===== src/pkg/cpw_pkg.sv =====
// Constants, types and states of the clock period watchdog.
// Assumes a 20 MHz system clock and a 1 us internal time base.
package cpw_pkg;

    // ************************************************
    // Clock and time base
    // ************************************************
    localparam int unsigned CLK_HZ = 20_000_000;
    localparam int unsigned TICK_NS = 1000;
    localparam int unsigned TICK_CYCLES = (CLK_HZ / 1_000_000) * TICK_NS / 1000;
    localparam int unsigned TICKS_PER_MS = 1_000_000 / TICK_NS;

    // ************************************************
    // Documented times
    // ************************************************
    localparam int unsigned ACT_DELAY_MS = 140;
    localparam int unsigned FAULT_PULSE_MS = 2;
    localparam int unsigned PERIOD_TIMEOUT_MS = 10;
    // Programming resistor in kilohms per millisecond of timeout
    localparam real RESISTOR_KOHM_PER_MS = 3.240;

    // Derived counts in time base ticks
    localparam int unsigned ACT_DELAY_TICKS = ACT_DELAY_MS * TICKS_PER_MS;
    localparam int unsigned FAULT_PULSE_TICKS = FAULT_PULSE_MS * TICKS_PER_MS;
    localparam int unsigned PERIOD_TIMEOUT_TICKS = PERIOD_TIMEOUT_MS * TICKS_PER_MS;

    // ************************************************
    // Widths, resets and types
    // ************************************************
    localparam int unsigned CNT_W = 24;
    localparam int unsigned PRE_W = 8;
    localparam int unsigned RAIL_N = 4;
    localparam logic CODE_RESET = 1'b0;
    localparam logic PIN_LOW = 1'b0;

    typedef enum logic [1:0] {
        CPW_IDLE,
        CPW_DELAY,
        CPW_ACTIVE,
        CPW_PULSE
    } cpw_state_t;

    // Open-drain fault code pins
    typedef struct packed {
        logic bit1_o;
        logic bit1_oe;
        logic bit0_o;
        logic bit0_oe;
    } cpw_code_pins_t;

endpackage : cpw_pkg


===== src/verilog/cpw_watchdog.sv =====
// Clock period watchdog of a power management device.
// Assumes all inputs synchronous to clk except monitor_clock_in,
// which is synchronised here; rails_good comes from the rail monitors.
//
// Rules of the document
// (RL1) While active it times each rising-edge interval of the monitor clock and faults when it reaches the timeout.
// (RL2) The host drives the monitor clock and keeps each period below the timeout while supervision runs.
// (RL3) Each fault pulls the reset output low for a fixed pulse of about 2 ms, then releases it; here a fault in the cycle a rail drops gives no pulse.
// (RL4) The timeout is the longest expected period, set by a resistor of 3.240 kilohm per ms, here a parameter.
// (RL5) Supervision runs only while the active-low enable is low; with it high no fault is raised.
// (RL6) Supervision starts only after all four rails have been good without a break for about 140 ms.
// (RL7) The host starts the monitor clock only after its own start-up, inside the activation delay.
// (RL8) A clock stuck for the delay plus the timeout pulses the reset, clears the counters, restarts the delay.
// (RL9) With no clock at all this repeats, so the reset output pulses low periodically.
// (RL10) A watchdog fault latches the fault code with bit0 released and bit1 pulled low.
// (RL11) All times come from counters on a free-running time base, and the clock input is synchronised first.
`timescale 1ns/1ps

module cpw_watchdog
    import cpw_pkg::*;
#(
    parameter int unsigned ACT_TICKS = ACT_DELAY_TICKS,
    parameter int unsigned PULSE_TICKS = FAULT_PULSE_TICKS,
    parameter int unsigned TIMEOUT_TICKS = PERIOD_TIMEOUT_TICKS,
    parameter int unsigned TICK_LEN = TICK_CYCLES
)
(
    input wire logic clk, // System clock
    input wire logic rst, // Synchronous reset, high
    input wire logic ce, // Clock enable, freezes state when low
    input wire logic monitor_clock_in, // Host clock under watch
    input wire logic supervisor_enable_n, // Watchdog enable, low
    input wire logic [RAIL_N-1:0] rails_good, // Rails above undervoltage
    output logic reset_output_n, // Reset pulse output, low
    output cpw_code_pins_t fault_code, // Open-drain fault code pins
    output logic supervisor_active // Interval timing running
);

    // ************************************************
    // State
    // ************************************************
    cpw_state_t state;
    cpw_state_t next_state;
    logic [CNT_W-1:0] cnt;
    logic [CNT_W-1:0] next_cnt;
    logic [PRE_W-1:0] pre;
    logic [PRE_W-1:0] next_pre;
    logic sync_a;
    logic sync_b;
    logic sync_c;
    logic code_wd;
    logic next_code_wd;
    logic tick;
    logic rise;
    logic all_good;
    logic fault;

    // Edge and condition decode
    assign tick = (pre == PRE_W'(TICK_LEN - 1)); // RL11
    assign rise = sync_b & ~sync_c; // RL11
    assign all_good = &rails_good;
    assign fault = ce && state == CPW_ACTIVE && !supervisor_enable_n && tick && !rise
        && cnt == CNT_W'(TIMEOUT_TICKS - 1); // RL1 RL4 RL5

    // Free-running time base prescaler
    always_comb
    begin
        next_pre = pre;
        if (ce)
        begin
            next_pre = tick ? '0 : pre + PRE_W'(1); // RL11
        end
    end

    // Next state and interval counter
    always_comb
    begin
        next_state = state;
        next_cnt = cnt;
        if (ce)
        begin
            unique case (state)
                CPW_IDLE:
                begin
                    next_cnt = '0;
                    if (all_good)
                    begin
                        next_state = CPW_DELAY;
                    end
                end
                CPW_DELAY:
                begin
                    if (!all_good)
                    begin
                        next_state = CPW_IDLE; // RL6
                        next_cnt = '0;
                    end
                    else if (tick)
                    begin
                        if (cnt == CNT_W'(ACT_TICKS - 1))
                        begin
                            next_state = CPW_ACTIVE; // RL6
                            next_cnt = '0;
                        end
                        else
                        begin
                            next_cnt = cnt + CNT_W'(1);
                        end
                    end
                end
                CPW_ACTIVE:
                begin
                    if (!all_good)
                    begin
                        next_state = CPW_IDLE;
                        next_cnt = '0;
                    end
                    else if (fault)
                    begin
                        next_state = CPW_PULSE; // RL3 RL8
                        next_cnt = '0;
                    end
                    else if (supervisor_enable_n || rise)
                    begin
                        next_cnt = '0; // RL1 RL5
                    end
                    else if (tick)
                    begin
                        next_cnt = cnt + CNT_W'(1); // RL1
                    end
                end
                CPW_PULSE:
                begin
                    if (tick)
                    begin
                        if (cnt == CNT_W'(PULSE_TICKS - 1))
                        begin
                            next_state = all_good ? CPW_DELAY : CPW_IDLE; // RL8 RL9
                            next_cnt = '0;
                        end
                        else
                        begin
                            next_cnt = cnt + CNT_W'(1); // RL3
                        end
                    end
                end
            endcase
        end
    end

    // Sticky watchdog fault code
    always_comb
    begin
        next_code_wd = code_wd;
        if (ce && fault)
        begin
            next_code_wd = 1'b1; // RL10
        end
    end

    // Registers
    always_ff @(posedge clk)
    begin
        if (rst)
        begin
            state <= CPW_IDLE;
            cnt <= '0;
            pre <= '0;
            sync_a <= 1'b0;
            sync_b <= 1'b0;
            sync_c <= 1'b0;
            code_wd <= CODE_RESET;
        end
        else if (ce)
        begin
            state <= next_state;
            cnt <= next_cnt;
            pre <= next_pre;
            sync_a <= monitor_clock_in; // RL11
            sync_b <= sync_a;
            sync_c <= sync_b;
            code_wd <= next_code_wd;
        end
    end

    // Outputs
    assign reset_output_n = (state != CPW_PULSE); // RL3
    assign supervisor_active = (state == CPW_ACTIVE) && !supervisor_enable_n;
    assign fault_code.bit0_o = PIN_LOW;
    assign fault_code.bit0_oe = 1'b0; // RL10
    assign fault_code.bit1_o = PIN_LOW;
    assign fault_code.bit1_oe = code_wd; // RL10
endmodule : cpw_watchdog


===== config.mk =====
export PLATFORM = sky130hd
export DESIGN_NAME = cpw_watchdog
export DESIGN_NICKNAME = d
export VERILOG_FILES = /design/src/pkg/cpw_pkg.sv /design/src/verilog/cpw_watchdog.sv
export SDC_FILE = /design/constraint.sdc
export NUM_CORES = 1
export LEC_CHECK = 0
export BUFFER_PORTS_ARGS = -buffer_cell sky130_fd_sc_hd__buf_2
export CAP_MARGIN = 20
export CORE_ASPECT_RATIO = 1.2
export CORE_UTILIZATION = 64
export DETAILED_ROUTE_END_ITERATION = 8
export PLACE_DENSITY = 0.85
export SYNTH_ARGS = -nofsm -noshare
export SYNTH_HDL_FRONTEND = slang
export SYNTH_SLANG_ARGS = --single-unit
export TNS_END_PERCENT = 20

===== constraint.sdc =====
create_clock -name clk -period 4.42 [get_ports clk]
set_input_delay 0.884 -clock clk [delete_from_list [all_inputs] [get_ports clk]]
set_output_delay 0.884 -clock clk [all_outputs]
set_load 0.05 [all_outputs]

==> summary.txt, run 1 <==
Logic synthesis
  • XOR/XNOR Fraction of Synth Area: 9.655%
  • Synth Area per Inst: 9.147 sq um
  • Cells after Synth: 238
  • Most instantiated cells after synthesis: 38 x dfxtp_1, 23 x nor2_1, 21 x xor2_1, 18 x a21oi_1, 11 x nand2_1
  • Yosys top cell by area: dfxtp_1
  • Ys Warns: 0
  • Compound-Gate Fraction of Synth Area: 19.94%
  • EDFF count, synth: 0
  • Main synth FF type: dfxtp_1
  • Synth cell types: 48
  • Register area share after synthesis: 34.94%
  • Seq cells post-synth: 38
  • Simple-gate share of the synthesized area: 26.26%
  • Post-synthesis mux area share: 2.759%
  • Async S/R FF share, synth: 0%
  • Largest family of logic cells by synthesized area: simple AND/OR/NAND/NOR gates
  • Most frequent cell after synthesis: dfxtp_1
  • Synth area leaders: dfxtp_1 35%, xor2_1 8.4%, a21oi_1 4.1%, nor2_1 4.0%, o2111ai_1 3.6%
  • Mapped cell area: 0.002177 sq mm
  • Post-Synth Adder-Cell Area: 1.149%
  • Share of the synthesized area in the top cell type: 34.94%

Die
  • Row count: 22
  • IO Pins: 15
  • Initial Util: 69.38%
  • Die H: 65.89 microns
  • Core area: 0.003138 sq mm
  • Die width: 55.24 microns
  • Die area: 0.003640 sq mm

Finish
  • Fin cells: 278
  • Fraction of layout cells with a size suffix above 1: 14.05%
  • Post-route design area: 0.002236 sq mm
  • Fin nets: 254
  • Area grow syn2layout: 2.701%
  • Diode count: 0

Detailed routing
  • DRC: 0
  • Final WL: 4.338 mm
  • Via total after detailed routing: 1808
  • Routed wire per std cell: 15.60 microns
  • Detailed Routing Iterations Pass 1: 4
  • Detailed Route Iter0 Violations: 105
  • Vias per cell: 6.504
  • Final ANT Viol Nets: 0

Place
  • GPL Wtd Cong: 0.8505
  • Setup WS pre-CTS: 1.478 ns
  • Placed Area: 0.002185 sq mm
  • PortBufs: 11
  • Inst Count DP: 272
  • Dpl hpwl: 3.000 mm

STA
  • Worst rel slew slack: 35.10%
  • Min Clock Period, post-route: 2.898 ns
  • Final setup fails: 0
  • Max Clk Rate: 345.0 MHz
  • Post-route setup TNS: 0 ns
  • Least-Margin Pin Slew: 0.9728 ns
  • Final hold vios: 0
  • RSZ-0062 raised after global routing: false
  • Slew Limit Fails: 0
  • Final worst slack: 1.522 ns
  • Tcrit/Tclk final: 65.57%
  • Fin Clk Skew: 0.01539 ns

Hold path
  • Worst hold stages: 2
  • Worst hold path class: reg2reg
  • Hold Path End: code_wd$_SDFFE_PP0P_
  • Hold_sp: code_wd$_SDFFE_PP0P_

GRT
  • First-pass GRT wire length: 7.458 mm
  • Largest net degree at the start of global routing: 29
  • Initial antenna violation count: 0
  • GRT overflow: 0
  • Vias in the first global route: 1713
  • All-Layer GR Usage: 25.43%

Power and ir drop
  • PwrDens: 251.2 mW/mm^2
  • Worst vdd ir: 0.2076 mV
  • Static leakage: 0.7715 nW
  • Tot Pwr: 0.0005617 W

CTS
  • Cts bufs inserted: 5
  • Total setup buffers inserted after CTS: 0
  • CTS Buffer Depth: 2
  • CTS Hold Bufs: 0
  • CTS tree: built
  • Clock transition at path regs: 0.11 ns
  • # resized after CTS: 0
  • H-tree depth: 2
  • Clock root buffer: clkbuf_4
  • Num Clock Sinks: 38
  • Clk_lat worst skew: 0.34 ns

Setup path
  • CP arrival: 3.08 ns
  • Reg2Reg Depth: 6
  • WS Path Type: reg2reg
  • Critical path startpoint category: flip-flop
  • Required time worst endpoint: 4.60 ns
  • Worst Path Max Fanout: 24
  • Critical path endpoint category: flip-flop
  • Worst setup path startpoint: pre[0]$_SDFFE_PP0P_
  • Worst reg2reg path startpoint: pre[0]$_SDFFE_PP0P_
  • RR Endpoint: cnt[22]$_SDFFE_PP0P_
  • R2R setup slack: 1.52 ns

Status
  • Status: completed

Run
  • Max Cap Viol: 0
## power breakdown
part / switching, W / internal, W / total [W]
clock: 0.000105 / 0.0000718 / 0.000177
combinational: 0.0000240 / 0.0000113 / 0.0000354
sequential: 0.00000352 / 0.000346 / 0.000349
total: 0.000133 / 0.000429 / 0.000562
## worst max-delay path by stage
stage               cells after the start  slack [ns]                    to
floorplan                               6        1.82  cnt[15]$_SDFFE_PP0P_
global placement                        6        1.52  cnt[22]$_SDFFE_PP0P_
detailed placement                      6        1.48  cnt[22]$_SDFFE_PP0P_
CTS                                     6        1.55  cnt[22]$_SDFFE_PP0P_
global route                            6        1.24  cnt[23]$_SDFFE_PP0P_
finish                                  6        1.52  cnt[22]$_SDFFE_PP0P_
## cell families (layout without fill, tap and decap cells)
| group | after synthesis | after routing |
|---|---|---|
| xor gates and xnor gates | 24 | 24 |
| buffers and inverters | 17 | 19 |
| AOI/OAI and AO/OA | 56 | 56 |
| muxes | 6 | 6 |
| adders and majority gates | 2 | 2 |
| other | 1 | 3 |
| and+or+nand+nor | 94 | 94 |
| DFF | 38 | 38 |
## registers in the layout (all words and copies together) (netlist names)
signal and cells:
state 2, code_wd 1, sync_c 1, sync_b 1, cnt 24, sync_a 1, pre 8
## metrics by stage
stage          utilization (%)  hold WS, ns
2_1_floorplan                -       0.4416
3_3_place_gp             69.62       0.4474
3_5_place_dp             69.62       0.4551
4_1_cts                  71.25       0.4820
5_1_grt                  71.25       0.5125
6_report                 71.25       0.4752
## routing by layer
metal | part of all wire [%] | up-vias | GRT usage [%]
met5 | 0 | - | 0
met4 | 1.5 | 0 | 10.00
met3 | 3.6 | 11 | 6.262
met2 | 47 | 41 | 40.51
met1 | 48 | 860 | 33.17
li1 | - | 896 | -
## final cells by class
type	count	area [sq um]
Multi-Input combinational cell	185	1313
Clock buffer	6	51.30
Sequential cell	38	760.7
Fill cell	243	902.1
Timing Repair Buffer	12	62.56
Tap cell	36	45.04
Inverter	1	3.754
## critical path, cell delays in order, from the launching register on
cell and delay [ns]:
dfxtp_1 0.39, ha_1 0.24, nor4b_2 0.24, and3_1 0.67, o21ai_2 0.19, o21bai_2 0.81, a22oi_1 0.21
## layout by cell type, fill, tap and decap left out, types with 6 or more instances in the layout
master,Yosys,layout
a21oi_1,18,18
and3_1,6,6
buf_2,5,11
dfxtp_1,38,38
mux2i_1,6,6
nand2_1,11,11
nand3_1,9,9
nand4_1,8,8
nor2_1,23,23
nor3_1,6,6
o2111ai_1,9,9
o211ai_1,7,7
xor2_1,21,21
Power figures use the tool's default switching activity.
==> inputs of run 2 (changes only) <==
Settings changed: CORE_UTILIZATION 64 to 60, PLACE_DENSITY 0.85 to 0.8.
Clock period 4.42 ns to 2.8 ns, I/O delays scaled along.
==> run 2 against run 1 <==
Net effect:
- power up 77%
- sequential power up 58%
- register-to-register slack worse by 1.2 ns
- global-route usage down 0.59 points
- largest cell class unchanged
- largest power group unchanged
==> summary.txt, run 2 (synthesis gave the netlist of run 1 again) <==
CTS
  • Clk_lat worst skew: 0.29 ns
  • H-tree depth: 2
  • Clock transition at path regs: 0.07 ns
  • Clock root buffer: clkbuf_8
  • Total setup buffers inserted after CTS: 0
  • Num Clock Sinks: 38
  • Cts bufs inserted: 5
  • # resized after CTS: 0
  • CTS tree: built
  • CTS Buffer Depth: 2
  • CTS Hold Bufs: 0

Status
  • Status: completed

Power and ir drop
  • Cell Int Power: 0.0007634 W
  • Static leakage: 0.8037 nW
  • Switch share: 23.42%
  • Worst vdd ir: 0.2599 mV
  • Sw Pwr: 0.0002334 W
  • Proportion of power drawn by the clock network: 38.9%
  • Logic pwr share: 5.7%
  • Sequential share of power: 55.3%
  • PwrDens: 433.5 mW/mm^2

STA
  • Min Clock Period, post-route: 2.471 ns
  • Worst rel slew slack: 55.52%
  • Tcrit/Tclk final: 88.26%
  • Final hold vios: 0
  • Slew Limit Fails: 0
  • Hold slack final: 0.4772 ns
  • Final setup fails: 0
  • Fin Clk Skew: 0.004261 ns
  • Post-route setup TNS: 0 ns
  • RSZ-0062 raised after global routing: false
  • Least-Margin Pin Slew: 0.6610 ns
  • Max Clk Rate: 404.6 MHz

Die
  • IO Pins: 15
  • Die width: 56.99 microns
  • Die H: 67.99 microns
  • Core area: 0.003396 sq mm
  • Row count: 23
  • Die area: 0.003874 sq mm
  • Initial Util: 64.11%

Finish
  • Fraction of layout cells with a size suffix above 1: 15.38%
  • Commonest cells after routing, fill and taps aside: 38 x dfxtp_1, 23 x nor2_1, 21 x xor2_1, 18 x a21oi_1
  • Largest registers: cnt: 24 flops, pre: 8 flops, state: 2 flops
  • Reg with most FFs: cnt
  • Fin cells: 284
  • Area grow syn2layout: 5.632%
  • Number of fill cells: 290
  • Post-route design area: 0.002300 sq mm
  • Most common cell after layout, fill and taps aside: dfxtp_1
  • Fin nets: 257
  • Number of flip-flops in the largest register: 24
  • Diode count: 0

Setup path
  • Top delay family on crit path: simple AND/OR/NAND/NOR gates
  • R2R setup slack: 0.33 ns
  • Critical path endpoint category: flip-flop
  • CP arrival: 2.62 ns
  • Critical path startpoint category: flip-flop
  • Critical path cell sequence: ha_1 -> nor4b_2 -> nand4_1 -> nor4_4 -> a2bb2oi_4 -> a22oi_1
  • Delay of the slowest critical-path stage: 0.57 ns
  • Worst Path Max Fanout: 24
  • Required time worst endpoint: 2.95 ns
  • WS Path Type: reg2reg
  • Slowest cell on crit path: a2bb2oi_4
  • WP buf/inv: 0

Detailed routing
  • Routed wire per std cell: 15.72 microns
  • Via total after detailed routing: 1793
  • DRC: 0
  • Vias per cell: 6.313
  • Final ANT Viol Nets: 0
  • Detailed Routing Iterations Pass 1: 4
  • Detailed Route Iter0 Violations: 98
  • Final WL: 4.464 mm

Place
  • PortBufs: 11
  • Placed Area: 0.002208 sq mm
  • GPL Wtd Cong: 0.8772
  • Dpl hpwl: 3.042 mm
  • Inst Count DP: 276

Hold path
  • Worst hold path class: reg2reg

GRT
  • Vias in the first global route: 1611
  • All-Layer GR Usage: 24.84%
  • Initial antenna violation count: 0
  • GRT overflow: 0
  • Largest net degree at the start of global routing: 27
  • First-pass GRT wire length: 7.376 mm

Run
  • Max Cap Viol: 0
-- run 2: path summary, 6_finish.rpt --
path                                             end  cells after the start            startpoint
worst min-delay path            code_wd$_SDFFE_PP0P_                      2  code_wd$_SDFFE_PP0P_
worst max register to register  cnt[23]$_SDFFE_PP0P_                      6   pre[0]$_SDFFE_PP0P_
worst max-delay path            cnt[23]$_SDFFE_PP0P_                      6   pre[0]$_SDFFE_PP0P_
worst min register to register  code_wd$_SDFFE_PP0P_                      2  code_wd$_SDFFE_PP0P_
-- run 2: area by class of cell --
type	instances	area (sq um)	area share [%]
multi-input cells	185	1313	57.07
flip-flops and latches	38	760.7	33.08
clock buffers	7	86.33	3.754
repair buffers	15	85.08	3.700
well taps	37	46.29	2.013
clock inverters	1	5.005	0.2176
inverters	1	3.754	0.1632
-- run 2: worst reg2reg max path, stage by stage, from the launching register on --
cell and delay (ns):
dfxtp_1 0.38, ha_1 0.23, nor4b_2 0.25, nand4_1 0.25
nor4_4 0.46, a2bb2oi_4 0.57, a22oi_1 0.19
-- run 2: stage by stage --
step | util, % | power (W) | worst slack [ns]
4_1_cts | 67.72 | 0.001003 | 0.3430
2_1_floorplan | - | 0.0006092 | 0.5276
3_3_place_gp | 65.03 | 0.0006196 | 0.4828
3_5_place_dp | 65.03 | 0.0006204 | 0.3589
5_1_grt | 67.72 | 0.001029 | 0.1407
6_report | 67.72 | 0.0009968 | 0.3286
-- run 2: metal layers --
metal,vias up,track usage (%),wire length (microns)
li1,904,-,-
met1,853,30.57,2043
met2,29,41.91,2207
met3,7,5.860,149
met4,0,10.37,64
met5,-,0,0
-- run 2: power groups by stage --
stage	Sequential [W]	Clock (W)	Combinational, W
floorplan	0.000563	0	0.0000466
global placement	0.000564	0	0.0000560
detailed placement	0.000564	0	0.0000564
CTS	0.000551	0.000395	0.0000568
global route	0.000552	0.000415	0.0000617
finish	0.000552	0.000388	0.0000572
